$ cat src/fault_prot_params.svh
// Constants of the amplifier fault protection and diagnostic block.
`ifndef FAULT_PROT_PARAMS_SVH
`define FAULT_PROT_PARAMS_SVH

// ----------------------------------------------------------------------------
// Timing
// ----------------------------------------------------------------------------
`define CLK_HZ            64'd250000000
`define SHORT_OFF_S       64'd7
`define LONG_OFF_S        64'd9
`define RETRY_WINDOW_H    64'd24
`define SHORT_OFF_CYC     (`SHORT_OFF_S * `CLK_HZ)
`define LONG_OFF_CYC      (`LONG_OFF_S * `CLK_HZ)
`define RETRY_WINDOW_CYC  (`RETRY_WINDOW_H * 64'd3600 * `CLK_HZ)
`define STABLE_S          64'd1
`define STABLE_CYC        (`STABLE_S * `CLK_HZ)

// ----------------------------------------------------------------------------
// Escalation thresholds
// ----------------------------------------------------------------------------
`define OC_ESCALATE       4'd9
`define RS_ESCALATE       4'd2

// ----------------------------------------------------------------------------
// Display codes, two ASCII characters, first character in the high byte
// ----------------------------------------------------------------------------
`define CODE_LINK_FAIL    16'h4130
`define CODE_OVERCURRENT  16'h4131
`define CODE_REG_SHORT    16'h4132
`define CODE_STANDBY      16'h4139
`define CODE_NORMAL       16'h4141
`define CODE_STBY_CHAR    16'h2053
`define CODE_OPER_CHAR    16'h2050
`define CODE_BLANK        16'h2020

// ----------------------------------------------------------------------------
// Register offsets and fields
// ----------------------------------------------------------------------------
`define REG_CTRL          4'h0
`define REG_STATUS        4'h1
`define REG_IRQ_STAT      4'h2
`define REG_IRQ_MASK      4'h3
`define REG_COUNTS        4'h4
`define CTRL_FATAL_BIT    0
`define CTRL_NORESET_BIT  1
`define IRQ_MASK_RST      8'h00

`endif

$ cat src/fault_prot_pkg.sv
// Types of the amplifier fault protection and diagnostic block.
package fault_prot_pkg;
    timeunit 1ns;
    timeprecision 1ps;

    // Selector positions of the front panel meter.
    typedef enum logic [2:0]
    {
        sel_forward_power,
        sel_reflected_power,
        sel_current,
        sel_voltage,
        sel_input_level,
        sel_temperature
    } selector_t;

    // Protection sequencer states.
    typedef enum logic [2:0]
    {
        st_run,
        st_off_short,
        st_off_long,
        st_locked
    } prot_state_t;

    // Fault class that caused the last shutdown.
    typedef enum logic [1:0]
    {
        cause_none,
        cause_oc,
        cause_rs
    } cause_t;

endpackage

$ cat src/down_timer.sv
// Loadable down counter giving one done pulse when it reaches zero.
module down_timer
(
    input  wire logic        clk,
    input  wire logic        srst,
    input  wire logic        load,
    input  wire logic [63:0] value,
    output logic             busy,
    output logic             done
);
    timeunit 1ns;
    timeprecision 1ps;

    logic [63:0] count_reg;

    // ------------------------------------------------------------------------
    // Counter
    // ------------------------------------------------------------------------

    // Load wins over counting so a restart never merges with the old run.
    always_ff @(posedge clk)
    begin
        if (srst)
        begin
            count_reg <= 64'h0;
            busy      <= 1'b0;
            done      <= 1'b0;
        end
        else if (load)
        begin
            count_reg <= value;
            busy      <= 1'b1;
            done      <= 1'b0;
        end
        else
        begin
            done <= busy && (count_reg <= 64'h1);
            if (count_reg > 64'h1)
                count_reg <= count_reg - 64'h1;
            else
            begin
                count_reg <= 64'h0;
                busy      <= 1'b0;
            end
        end
    end

endmodule

$ cat src/fault_prot.sv
// Fault protection, retry sequencing and front panel diagnostic display.
//
// The register addresses and the strobed register port were left to the implementer.
`include "fault_prot_params.svh"
// Functional notes
// - Selector at supply voltage shows a two character status code.
// - Error code goes away once operation is normal again.
// - Error code stays while its fault persists.
// - Link failure shows A0 and holds the amplifier off.
// - Overcurrent shows A1 and lights current and voltage lamps.
// - Each overcurrent event: off seven seconds, then retry.
// - Ninth consecutive overcurrent: off nine seconds, clear count, retry.
// - A single isolated fault needs no further protective action.
// - Regulator short shows A2.
// - Each regulator short: off seven seconds, then retry.
// - Second consecutive short: off nine seconds, clear count, retry.
// - Regulator short lights lock and voltage lamps.
// - Forward power position shows S in standby, P when operating.
// - Retries continue up to 24 hours unless non-resettable.
// - Reset button clears history unless the fault is fatal.
module fault_prot
#(
    parameter logic [63:0] SHORT_OFF_CYC    = `SHORT_OFF_CYC,
    parameter logic [63:0] LONG_OFF_CYC     = `LONG_OFF_CYC,
    parameter logic [63:0] RETRY_WINDOW_CYC = `RETRY_WINDOW_CYC,
    parameter logic [63:0] STABLE_CYC       = `STABLE_CYC
)
(
    input  wire logic        clk,
    input  wire logic        srst,
    input  wire logic        link_fail,
    input  wire logic        overcurrent,
    input  wire logic        reg_short,
    input  wire logic        standby_sw,
    input  wire logic        reset_button,
    input  wire logic [2:0]  selector,
    input  wire logic [3:0]  addr,
    input  wire logic [31:0] wdata,
    input  wire logic        wr,
    input  wire logic        rd,
    output logic [31:0]      rdata,
    output logic             amp_enable,
    output logic [15:0]      display_code,
    output logic             lock_led,
    output logic             current_led,
    output logic             voltage_led,
    output logic             irq
);
    timeunit 1ns;
    timeprecision 1ps;

    // ------------------------------------------------------------------------
    // Declarations
    // ------------------------------------------------------------------------
    fault_prot_pkg::prot_state_t state_reg;
    fault_prot_pkg::prot_state_t state_next;
    fault_prot_pkg::cause_t      cause_reg;
    logic [3:0]  oc_count_reg;
    logic [3:0]  rs_count_reg;
    logic [1:0]  ctrl_reg;
    logic [7:0]  irq_stat_reg;
    logic [7:0]  irq_mask_reg;
    logic        oc_prev_reg;
    logic        rs_prev_reg;
    logic        cur_hist_reg;
    logic        volt_hist_reg;
    logic [63:0] window_reg;
    logic        window_expired;
    logic        timer_load;
    logic [63:0] timer_value;
    logic        timer_busy;
    logic        timer_done;
    logic        stab_load;
    logic        stab_busy;
    logic        stab_done;
    logic        oc_event;
    logic        rs_event;
    logic        fault_event;
    logic        oc_escalate;
    logic        rs_escalate;
    logic        clear_hist;
    logic        running;
    logic [15:0] code_next;
    logic [7:0]  irq_events;
    logic [7:0]  status_bits;
    logic [31:0] rdata_next;

    // Saturating increment shared by both consecutive counters.
    function automatic logic [3:0] sat_inc(input logic [3:0] v);
        sat_inc = (v == 4'hf) ? v : v + 4'h1;
    endfunction

    // ------------------------------------------------------------------------
    // Event decoding
    // ------------------------------------------------------------------------

    // Rising edges only, so a fault held high counts once per occurrence.
    assign running     = (state_reg == fault_prot_pkg::st_run);
    assign oc_event    = running && overcurrent && !oc_prev_reg && !link_fail;
    assign rs_event    = running && reg_short && !rs_prev_reg && !link_fail
                         && !oc_event;
    assign fault_event = oc_event || rs_event;
    assign oc_escalate = oc_event && (sat_inc(oc_count_reg) >= `OC_ESCALATE);
    assign rs_escalate = rs_event && (sat_inc(rs_count_reg) >= `RS_ESCALATE);
    assign window_expired = (window_reg >= RETRY_WINDOW_CYC);
    // Fatal faults ignore the button so the cause cannot be masked.
    assign clear_hist  = reset_button && !ctrl_reg[`CTRL_FATAL_BIT];

    // ------------------------------------------------------------------------
    // Timers
    // ------------------------------------------------------------------------

    // One shutdown timer serves both the seven and nine second waits.
    assign timer_load  = fault_event;
    assign timer_value = (oc_escalate || rs_escalate) ? LONG_OFF_CYC
                                                       : SHORT_OFF_CYC;
    assign stab_load   = (state_reg != fault_prot_pkg::st_run)
                         && (state_next == fault_prot_pkg::st_run);

    down_timer off_timer
    (
        .clk   (clk),
        .srst  (srst),
        .load  (timer_load),
        .value (timer_value),
        .busy  (timer_busy),
        .done  (timer_done)
    );

    // Restart is counted clean once it has run fault free for a while.
    down_timer stable_timer
    (
        .clk   (clk),
        .srst  (srst),
        .load  (stab_load),
        .value (STABLE_CYC),
        .busy  (stab_busy),
        .done  (stab_done)
    );

    // ------------------------------------------------------------------------
    // Protection sequencer
    // ------------------------------------------------------------------------
    always_comb
    begin
        state_next = state_reg;
        case (state_reg)
            fault_prot_pkg::st_run:
            begin
                if (oc_escalate || rs_escalate)
                    state_next = fault_prot_pkg::st_off_long;
                else if (fault_event)
                    state_next = fault_prot_pkg::st_off_short;
            end
            fault_prot_pkg::st_off_short,
            fault_prot_pkg::st_off_long:
            begin
                // Retries stop once the day is used up or retry is barred.
                if (ctrl_reg[`CTRL_NORESET_BIT] || window_expired)
                    state_next = fault_prot_pkg::st_locked;
                else if (timer_done)
                    state_next = fault_prot_pkg::st_run;
            end
            fault_prot_pkg::st_locked:
            begin
                if (clear_hist)
                    state_next = fault_prot_pkg::st_run;
            end
            default:
                state_next = fault_prot_pkg::st_run;
        endcase
    end

    always_ff @(posedge clk)
    begin
        if (srst)
            state_reg <= fault_prot_pkg::st_run;
        else
            state_reg <= state_next;
    end

    // Retry window counts time spent shut down since the history was cleared.
    always_ff @(posedge clk)
    begin
        if (srst || clear_hist)
            window_reg <= 64'h0;
        else if (!running && !window_expired)
            window_reg <= window_reg + 64'h1;
    end

    // ------------------------------------------------------------------------
    // Consecutive event counters and history
    // ------------------------------------------------------------------------

    // A single event only starts a count; nothing escalates from it.
    // An event in the cycle of a button press still counts: set wins.
    always_ff @(posedge clk)
    begin
        if (srst)
        begin
            oc_count_reg  <= 4'h0;
            rs_count_reg  <= 4'h0;
            cause_reg     <= fault_prot_pkg::cause_none;
            cur_hist_reg  <= 1'b0;
            volt_hist_reg <= 1'b0;
        end
        else
        begin
            if (oc_escalate)
                oc_count_reg <= 4'h0;
            else if (oc_event)
                oc_count_reg <= sat_inc(clear_hist ? 4'h0
                                                   : oc_count_reg);
            else if (clear_hist || (stab_done && running))
                oc_count_reg <= 4'h0;
            if (rs_escalate)
                rs_count_reg <= 4'h0;
            else if (rs_event)
                rs_count_reg <= sat_inc(clear_hist ? 4'h0
                                                   : rs_count_reg);
            else if (clear_hist || (stab_done && running))
                rs_count_reg <= 4'h0;
            if (oc_event)
                cause_reg <= fault_prot_pkg::cause_oc;
            else if (rs_event)
                cause_reg <= fault_prot_pkg::cause_rs;
            else if (clear_hist || (stab_done && running))
                cause_reg <= fault_prot_pkg::cause_none;
            cur_hist_reg  <= (cur_hist_reg && !clear_hist) || oc_event;
            volt_hist_reg <= (volt_hist_reg && !clear_hist) || fault_event;
        end
        oc_prev_reg <= !srst && overcurrent;
        rs_prev_reg <= !srst && reg_short;
    end

    // ------------------------------------------------------------------------
    // Display code selection
    // ------------------------------------------------------------------------
    always_comb
    begin
        code_next = `CODE_BLANK;
        if (selector == fault_prot_pkg::sel_forward_power)
            code_next = (standby_sw || !running) ? `CODE_STBY_CHAR
                                                 : `CODE_OPER_CHAR;
        else if (selector == fault_prot_pkg::sel_voltage)
        begin
            if (link_fail)
                code_next = `CODE_LINK_FAIL;
            else if (cause_reg == fault_prot_pkg::cause_oc || overcurrent)
                code_next = `CODE_OVERCURRENT;
            else if (cause_reg == fault_prot_pkg::cause_rs || reg_short)
                code_next = `CODE_REG_SHORT;
            else if (standby_sw)
                code_next = `CODE_STANDBY;
            else
                code_next = `CODE_NORMAL;
        end
    end

    // ------------------------------------------------------------------------
    // Panel outputs
    // ------------------------------------------------------------------------
    always_ff @(posedge clk)
    begin
        if (srst)
        begin
            amp_enable   <= 1'b0;
            display_code <= `CODE_BLANK;
            lock_led     <= 1'b0;
            current_led  <= 1'b0;
            voltage_led  <= 1'b0;
        end
        else
        begin
            amp_enable   <= running && !link_fail && !standby_sw
                            && !fault_event;
            display_code <= code_next;
            lock_led     <= !running || link_fail || reg_short;
            current_led  <= cur_hist_reg || overcurrent;
            voltage_led  <= volt_hist_reg || overcurrent || reg_short;
        end
    end

    // ------------------------------------------------------------------------
    // Register port and interrupts
    // ------------------------------------------------------------------------
    assign irq_events  = {4'h0, link_fail, oc_escalate || rs_escalate,
                          rs_event, oc_event};
    assign status_bits = {3'h0, timer_busy, link_fail, state_reg};
    assign rdata_next  =
        (addr == `REG_CTRL)     ? {30'h0, ctrl_reg} :
        (addr == `REG_STATUS)   ? {24'h0, status_bits} :
        (addr == `REG_IRQ_STAT) ? {24'h0, irq_stat_reg} :
        (addr == `REG_IRQ_MASK) ? {24'h0, irq_mask_reg} :
        (addr == `REG_COUNTS)   ? {24'h0, rs_count_reg, oc_count_reg} :
                                  32'h0;

    // Event set wins over a write-one clear in the same cycle.
    always_ff @(posedge clk)
    begin
        if (srst)
        begin
            ctrl_reg     <= 2'h0;
            irq_stat_reg <= 8'h00;
            irq_mask_reg <= `IRQ_MASK_RST;
            rdata        <= 32'h0;
            irq          <= 1'b0;
        end
        else
        begin
            if (wr && addr == `REG_CTRL)
                ctrl_reg <= wdata[1:0];
            if (wr && addr == `REG_IRQ_MASK)
                irq_mask_reg <= wdata[7:0];
            irq_stat_reg <= (irq_stat_reg & ~((wr && addr == `REG_IRQ_STAT)
                            ? wdata[7:0] : 8'h00)) | irq_events;
            rdata <= rd ? rdata_next : 32'h0;
            irq   <= |(irq_stat_reg & irq_mask_reg);
        end
    end

endmodule

$ cat config.mk
export PLATFORM = sky130hd
export DESIGN_NAME = fault_prot
export DESIGN_NICKNAME = d
export VERILOG_FILES = /design/src/fault_prot_pkg.sv /design/src/down_timer.sv /design/src/fault_prot.sv
export VERILOG_INCLUDE_DIRS = /design/src
export SDC_FILE = /design/constraint.sdc
export NUM_CORES = 1
export LEC_CHECK = 0
export ABC_AREA = 0
export BUFFER_PORTS_ARGS = -buffer_cell sky130_fd_sc_hd__buf_2
export CORE_MARGIN = 2
export CORE_UTILIZATION = 43
export DETAILED_ROUTE_END_ITERATION = 10
export GPL_ROUTABILITY_DRIVEN = 0
export MAX_ROUTING_LAYER = met4
export SETUP_SLACK_MARGIN = 0.05
export SKIP_CTS_REPAIR_TIMING = 1
export SLEW_MARGIN = 20
export SYNTH_ARGS = -nofsm -noshare
export SYNTH_HDL_FRONTEND = slang
export SYNTH_SLANG_ARGS = --single-unit
$ cat constraint.sdc
create_clock -name clk -period 4.4 [get_ports clk]
set_clock_uncertainty 0.15 [all_clocks]
set_input_delay 0.88 -clock clk [delete_from_list [all_inputs] [get_ports clk]]
set_output_delay 0.88 -clock clk [all_outputs]
set_load 0.05 [all_outputs]
Yosys cells after proc, flatten, opt, wreduce, memory -nomap -nowiden
Index checks and enable logic that the tools add are counted.

Order comparisons: 7. Bitwise gates (word level): 6. $add $sub $neg: 7. Mux-type cells: 40. Eq/ne operators: 16. Reductions and logical operators: 71.

Operator list (count): 64-bit by 1-bit greater-than comparator with 1-bit output (second input constant) (2); 64-bit by 1-bit <= comparator with 1-bit output (second input constant) (2); 64-bit two-way mux (2); 64-bit by 1-bit subtractor with 64-bit output (second input constant) (2); 64-bit by 1-bit adder with 64-bit output (second input constant) (1); 64-bit by 45-bit greater-or-equal comparator with 1-bit output (second input constant) (1); 28-bit two-way mux (2); 4-bit two-way mux (9); 32-bit two-way mux (1); 8-bit two-way mux (4); 15-bit two-way mux (2); 7-bit two-way mux (4); 1-bit logical AND (25); 4-bit by 1-bit adder with 4-bit output (second input constant) (4); 8-bit AND (2); 4-bit == test (second input constant) (4); 1-bit logical OR (15); 3-bit two-way mux (5); 2-bit OR reduction (7); 1-bit logical NOT (11); 3-bit by 2-bit == test with 1-bit output (second input constant) (3); 3-bit logical NOT (3); 3-bit case mux with 3 select lines (1); 4-bit by 2-bit == test with 1-bit output (second input constant) (2); other kinds (21) (33).

Output and inout bits: 53. Register bits after elaboration: 284. Logic and storage cells: 177.

Longest topological paths before layout
Depth after elaboration: 13. Gate-level depth with buffers: 10.

By module
A second synthesis with hierarchy kept.

Cells, all modules: 1604. Area total of the unflattened synthesis: 12877.4 um^2.

By module, submodules not included: down_timer (area an instance 3529.6 um^2, cells each 445, instances 2); fault_prot (area an instance 5818.1 um^2, cells each 714, instances 1).

Worst setup path after synthesis
OpenSTA, ideal clock, no wires.

Path type: register -> register. From: register stable_timer.count_reg[19]. To: register stable_timer.count_reg[37]. Library setup time: 0.127 ns. Period minus slack after synthesis: 3.236 ns. Path slack: 1.164 ns. Stages on the path, launching flop included: 10. Arrival: 2.959 ns. Path through: dfxtp_1 -> or4_4 -> nand2b_1 -> or4_1 -> or4_1 -> or4_1 -> buf_2 -> nand3_4 -> buf_6 -> a21oi_1.

Longest elaborated chain between the ends: 3. Elaborated cells between the ends (all ways): 4.

Ends and longest elaborated chain: start, declared (line down_timer.sv:14) `logic [63:0] count_reg;`; start signal, assigned (line down_timer.sv:31) `count_reg <= value;`; start signal, assigned (line down_timer.sv:39) `count_reg <= count_reg - 64'h1;`; 64-bit by 1-bit greater-than comparator with 1-bit output (line down_timer.sv:38) `if (count_reg > 64'h1)`; 1-bit inverter (no source line); 3-bit OR reduction (no source line).

Several ways; a longest one is shown, not always the timed one. A chain may end at the register's enable or synchronous reset.

Final worst setup path
From: register stable_timer.count_reg[18]. To: register stable_timer.count_reg[56].

Same word-level chain as after synthesis.

==> reports/metrics.yaml <==
setup_path:
  path_max_fanout: 51
  startpoint: "stable_timer.count_reg[18]$_SDFF_PP0_"
  startpoint_type: "flip-flop"
  cp.arrival_ns: 3.99
  worstSetupEndpointType: "flip-flop"
  r2r_start: "stable_timer.count_reg[18]$_SDFF_PP0_"
  critPathKind: "flip-flop to flip-flop"
  crit_required_ns: 4.64
sta:
  fin_crit_ns: 3.75
  fmax_mhz: 267
  whs_ns: 0.297
  max-slew-margin-rel: 0.318
  rsz0062_at_grt: "no"
  tightest_slew_ns: 1.02
  slew_violations: 0
  setup_viol: 0
  hold_viol: 0
  finalCritPeriodShare: 0.851
  fin_setup_tns_ns: 0
cells_and_area:
  final_area_um2: 12900
  fin_util: 0.482
  n_antenna_cell: 0
  nNetsFinal: 1467
  area.growth.synth_to_final_pct: 11.2
  drive_above_1_share: 0.0905
clocking:
  cts.sinks: 252
  clkLatencyLatePin_ns: 0.56
  clk_pin_slew_ns: 0.06
  cts_tree: "yes"
  numCtsBuffers: 28
  root_buffer: "clkbuf_16"
  cts_buffer_depth: 3
  ctsHtreeMaxLevel: 1
global_route:
  grt_pass1_wl_um: 43200
  grt_usage: 0.187
  grt_pass1_vias: 8760
  grt-ovfl-total: 0
  grt_max_degree: 61
  antenna_found_initial: 0
power:
  p_leak_uw: 0.00481
  switching_share: 0.302
  power.switching_uw: 1860
  power.internal_uw: 4310
  power_frac_seq: 0.427
  p_clk_frac: 0.366
  comb_power_share: 0.207
  powerDensity_nw_per_um2: 480
  ir_drop_v: 0.000392
logic_synthesis:
  ys_top_cells_by_count: "dfxtp_1 (252), nor2_1 (190), nand2_1 (108), a21oi_1 (105), xnor2_1 (72)"
  synth.most_common_cell: "dfxtp_1"
  netlist.area_leader.share: 0.436
  netlist_area_um2: 11600
  synth_edf_count: 0
  ys_warn_count: 0
  yosys.cell_types.count: 70
  ys_ff_latch: 252
  avgSynthCellArea_um2: 8.39
  synth_top_area_cell: "dfxtp_1"
  syn_inst: 1379
  async_reset_ff_frac: 0
  yosysSeqAreaShare: 0.436
  synthTopCellsByArea: "dfxtp_1 (44%), nor2_1 (6.2%), xnor2_1 (5.5%), a21oi_1 (4.5%), xor2_1 (3.6%)"
  synthFlopType: "dfxtp_1"
job:
  maxCapViolations: 0
route:
  drtIter0Drc: 724
  drt_wl_total_um: 25900
  dr.pass1.iters: 5
  wl_per_cell_um: 14.6
  vias_per_cell: 5.37
  drc: 0
  vias: 9494
  ant_nets: 0
floorplan:
  die_area_um2: 28200
  start_util: 0.434
  rows: 60
  die-height_um: 168
  io_pins: 101
  fp.dieW_um: 168
  core-area_um2: 26700
placement:
  placed_area_um2: 12000
  dp_hpwl_um: 17800
  port_buffers: 45
hold_path:
  hp-class: "flip-flop to flip-flop"
  min_from: "stable_timer.busy$_SDFFE_PP0P_"
run_status:
  run_status: "completed"
## placed cells by master (no fill, tap or decap), types with 13 or more instances in the layout
master and count:
o21ai_0 52, nand3_1 56, and2_1 26, clkbuf_16 28, or3_1 50, xnor2_1 72
conb_1 32, inv_1 21, a21oi_1 105, dfxtp_1 252, nor4_1 35, nand4_1 18
or4_1 29, nand2b_1 18, nor3_1 54, xor2_1 47, buf_4 13, buf_2 45
nand2_1 107, nor2_1 190
## stage by stage
step                power (uW)  worst slack, ns  instances
finish                    6170            0.654       1767
global route              6510            0.476       1767
CTS                       6250            0.636       1767
detailed placement        3960            0.672       1718
global placement          3930            0.706       1718
floorplan                 3730             1.16       1410
## layer usage
| layer | track usage | vias to the layer above | wire, um |
|---|---|---|---|
| met5 | - | - | 0 |
| met3 | 0.0266 | 35 | 1160 |
| met2 | 0.291 | 193 | 11400 |
| met1 | 0.258 | 4431 | 12800 |
| li1 | - | 4835 | - |
| met4 | 0.0457 | 0 | 510 |
## critical path, stage by stage (launching register included)
cell      delay, ns
dfxtp_1        0.33
or4_4          0.53
nand2b_1       0.18
or4_1          0.59
or4_1          0.53
or4_1          0.62
nand3_4        0.50
nor2_1         0.11
## worst paths after layout
kind                                           endpoint  cells after the start  slack (ns)
setup reg to reg  stable_timer.count_reg[56]$_SDFF_PP0_                      7        0.65
hold / removal             stable_timer.done$_SDFF_PP0_                      2        0.30
hold reg to reg            stable_timer.done$_SDFF_PP0_                      2        0.30
setup / recovery  stable_timer.count_reg[56]$_SDFF_PP0_                      7        0.65
## power groups by stage
| stage | combinational [uW] | clock [uW] | sequential [uW] |
|---|---|---|---|
| after floorplan | 1070 | 0 | 2660 |
| after global placement | 1260 | 0 | 2670 |
| after detailed placement | 1280 | 0 | 2680 |
| after CTS | 1290 | 2330 | 2630 |
| after global routing | 1440 | 2400 | 2660 |
| final | 1280 | 2260 | 2630 |
## cells by family after synthesis
kind of cell	share of synthesized area
and+or+nand+nor	0.285
DFF	0.436
AOI/OAI and AO/OA	0.119
xor gates and xnor gates	0.0901
buffers and inverters	0.0505
adders and majority gates	0.0130
muxes	0.00552
other	0.000324
## cell type report
| cell class | instances | area [um^2] |
|---|---|---|
| multi-input combinational | 1045 | 6060 |
| clock buffer | 45 | 875 |
| timing repair buffer | 59 | 343 |
| sequential | 252 | 5040 |
| inverter | 21 | 78.8 |
| clock inverter | 4 | 31.3 |
| tap | 341 | 427 |
| fill | 2573 | 13800 |
(Power assumes the default switching activity.)
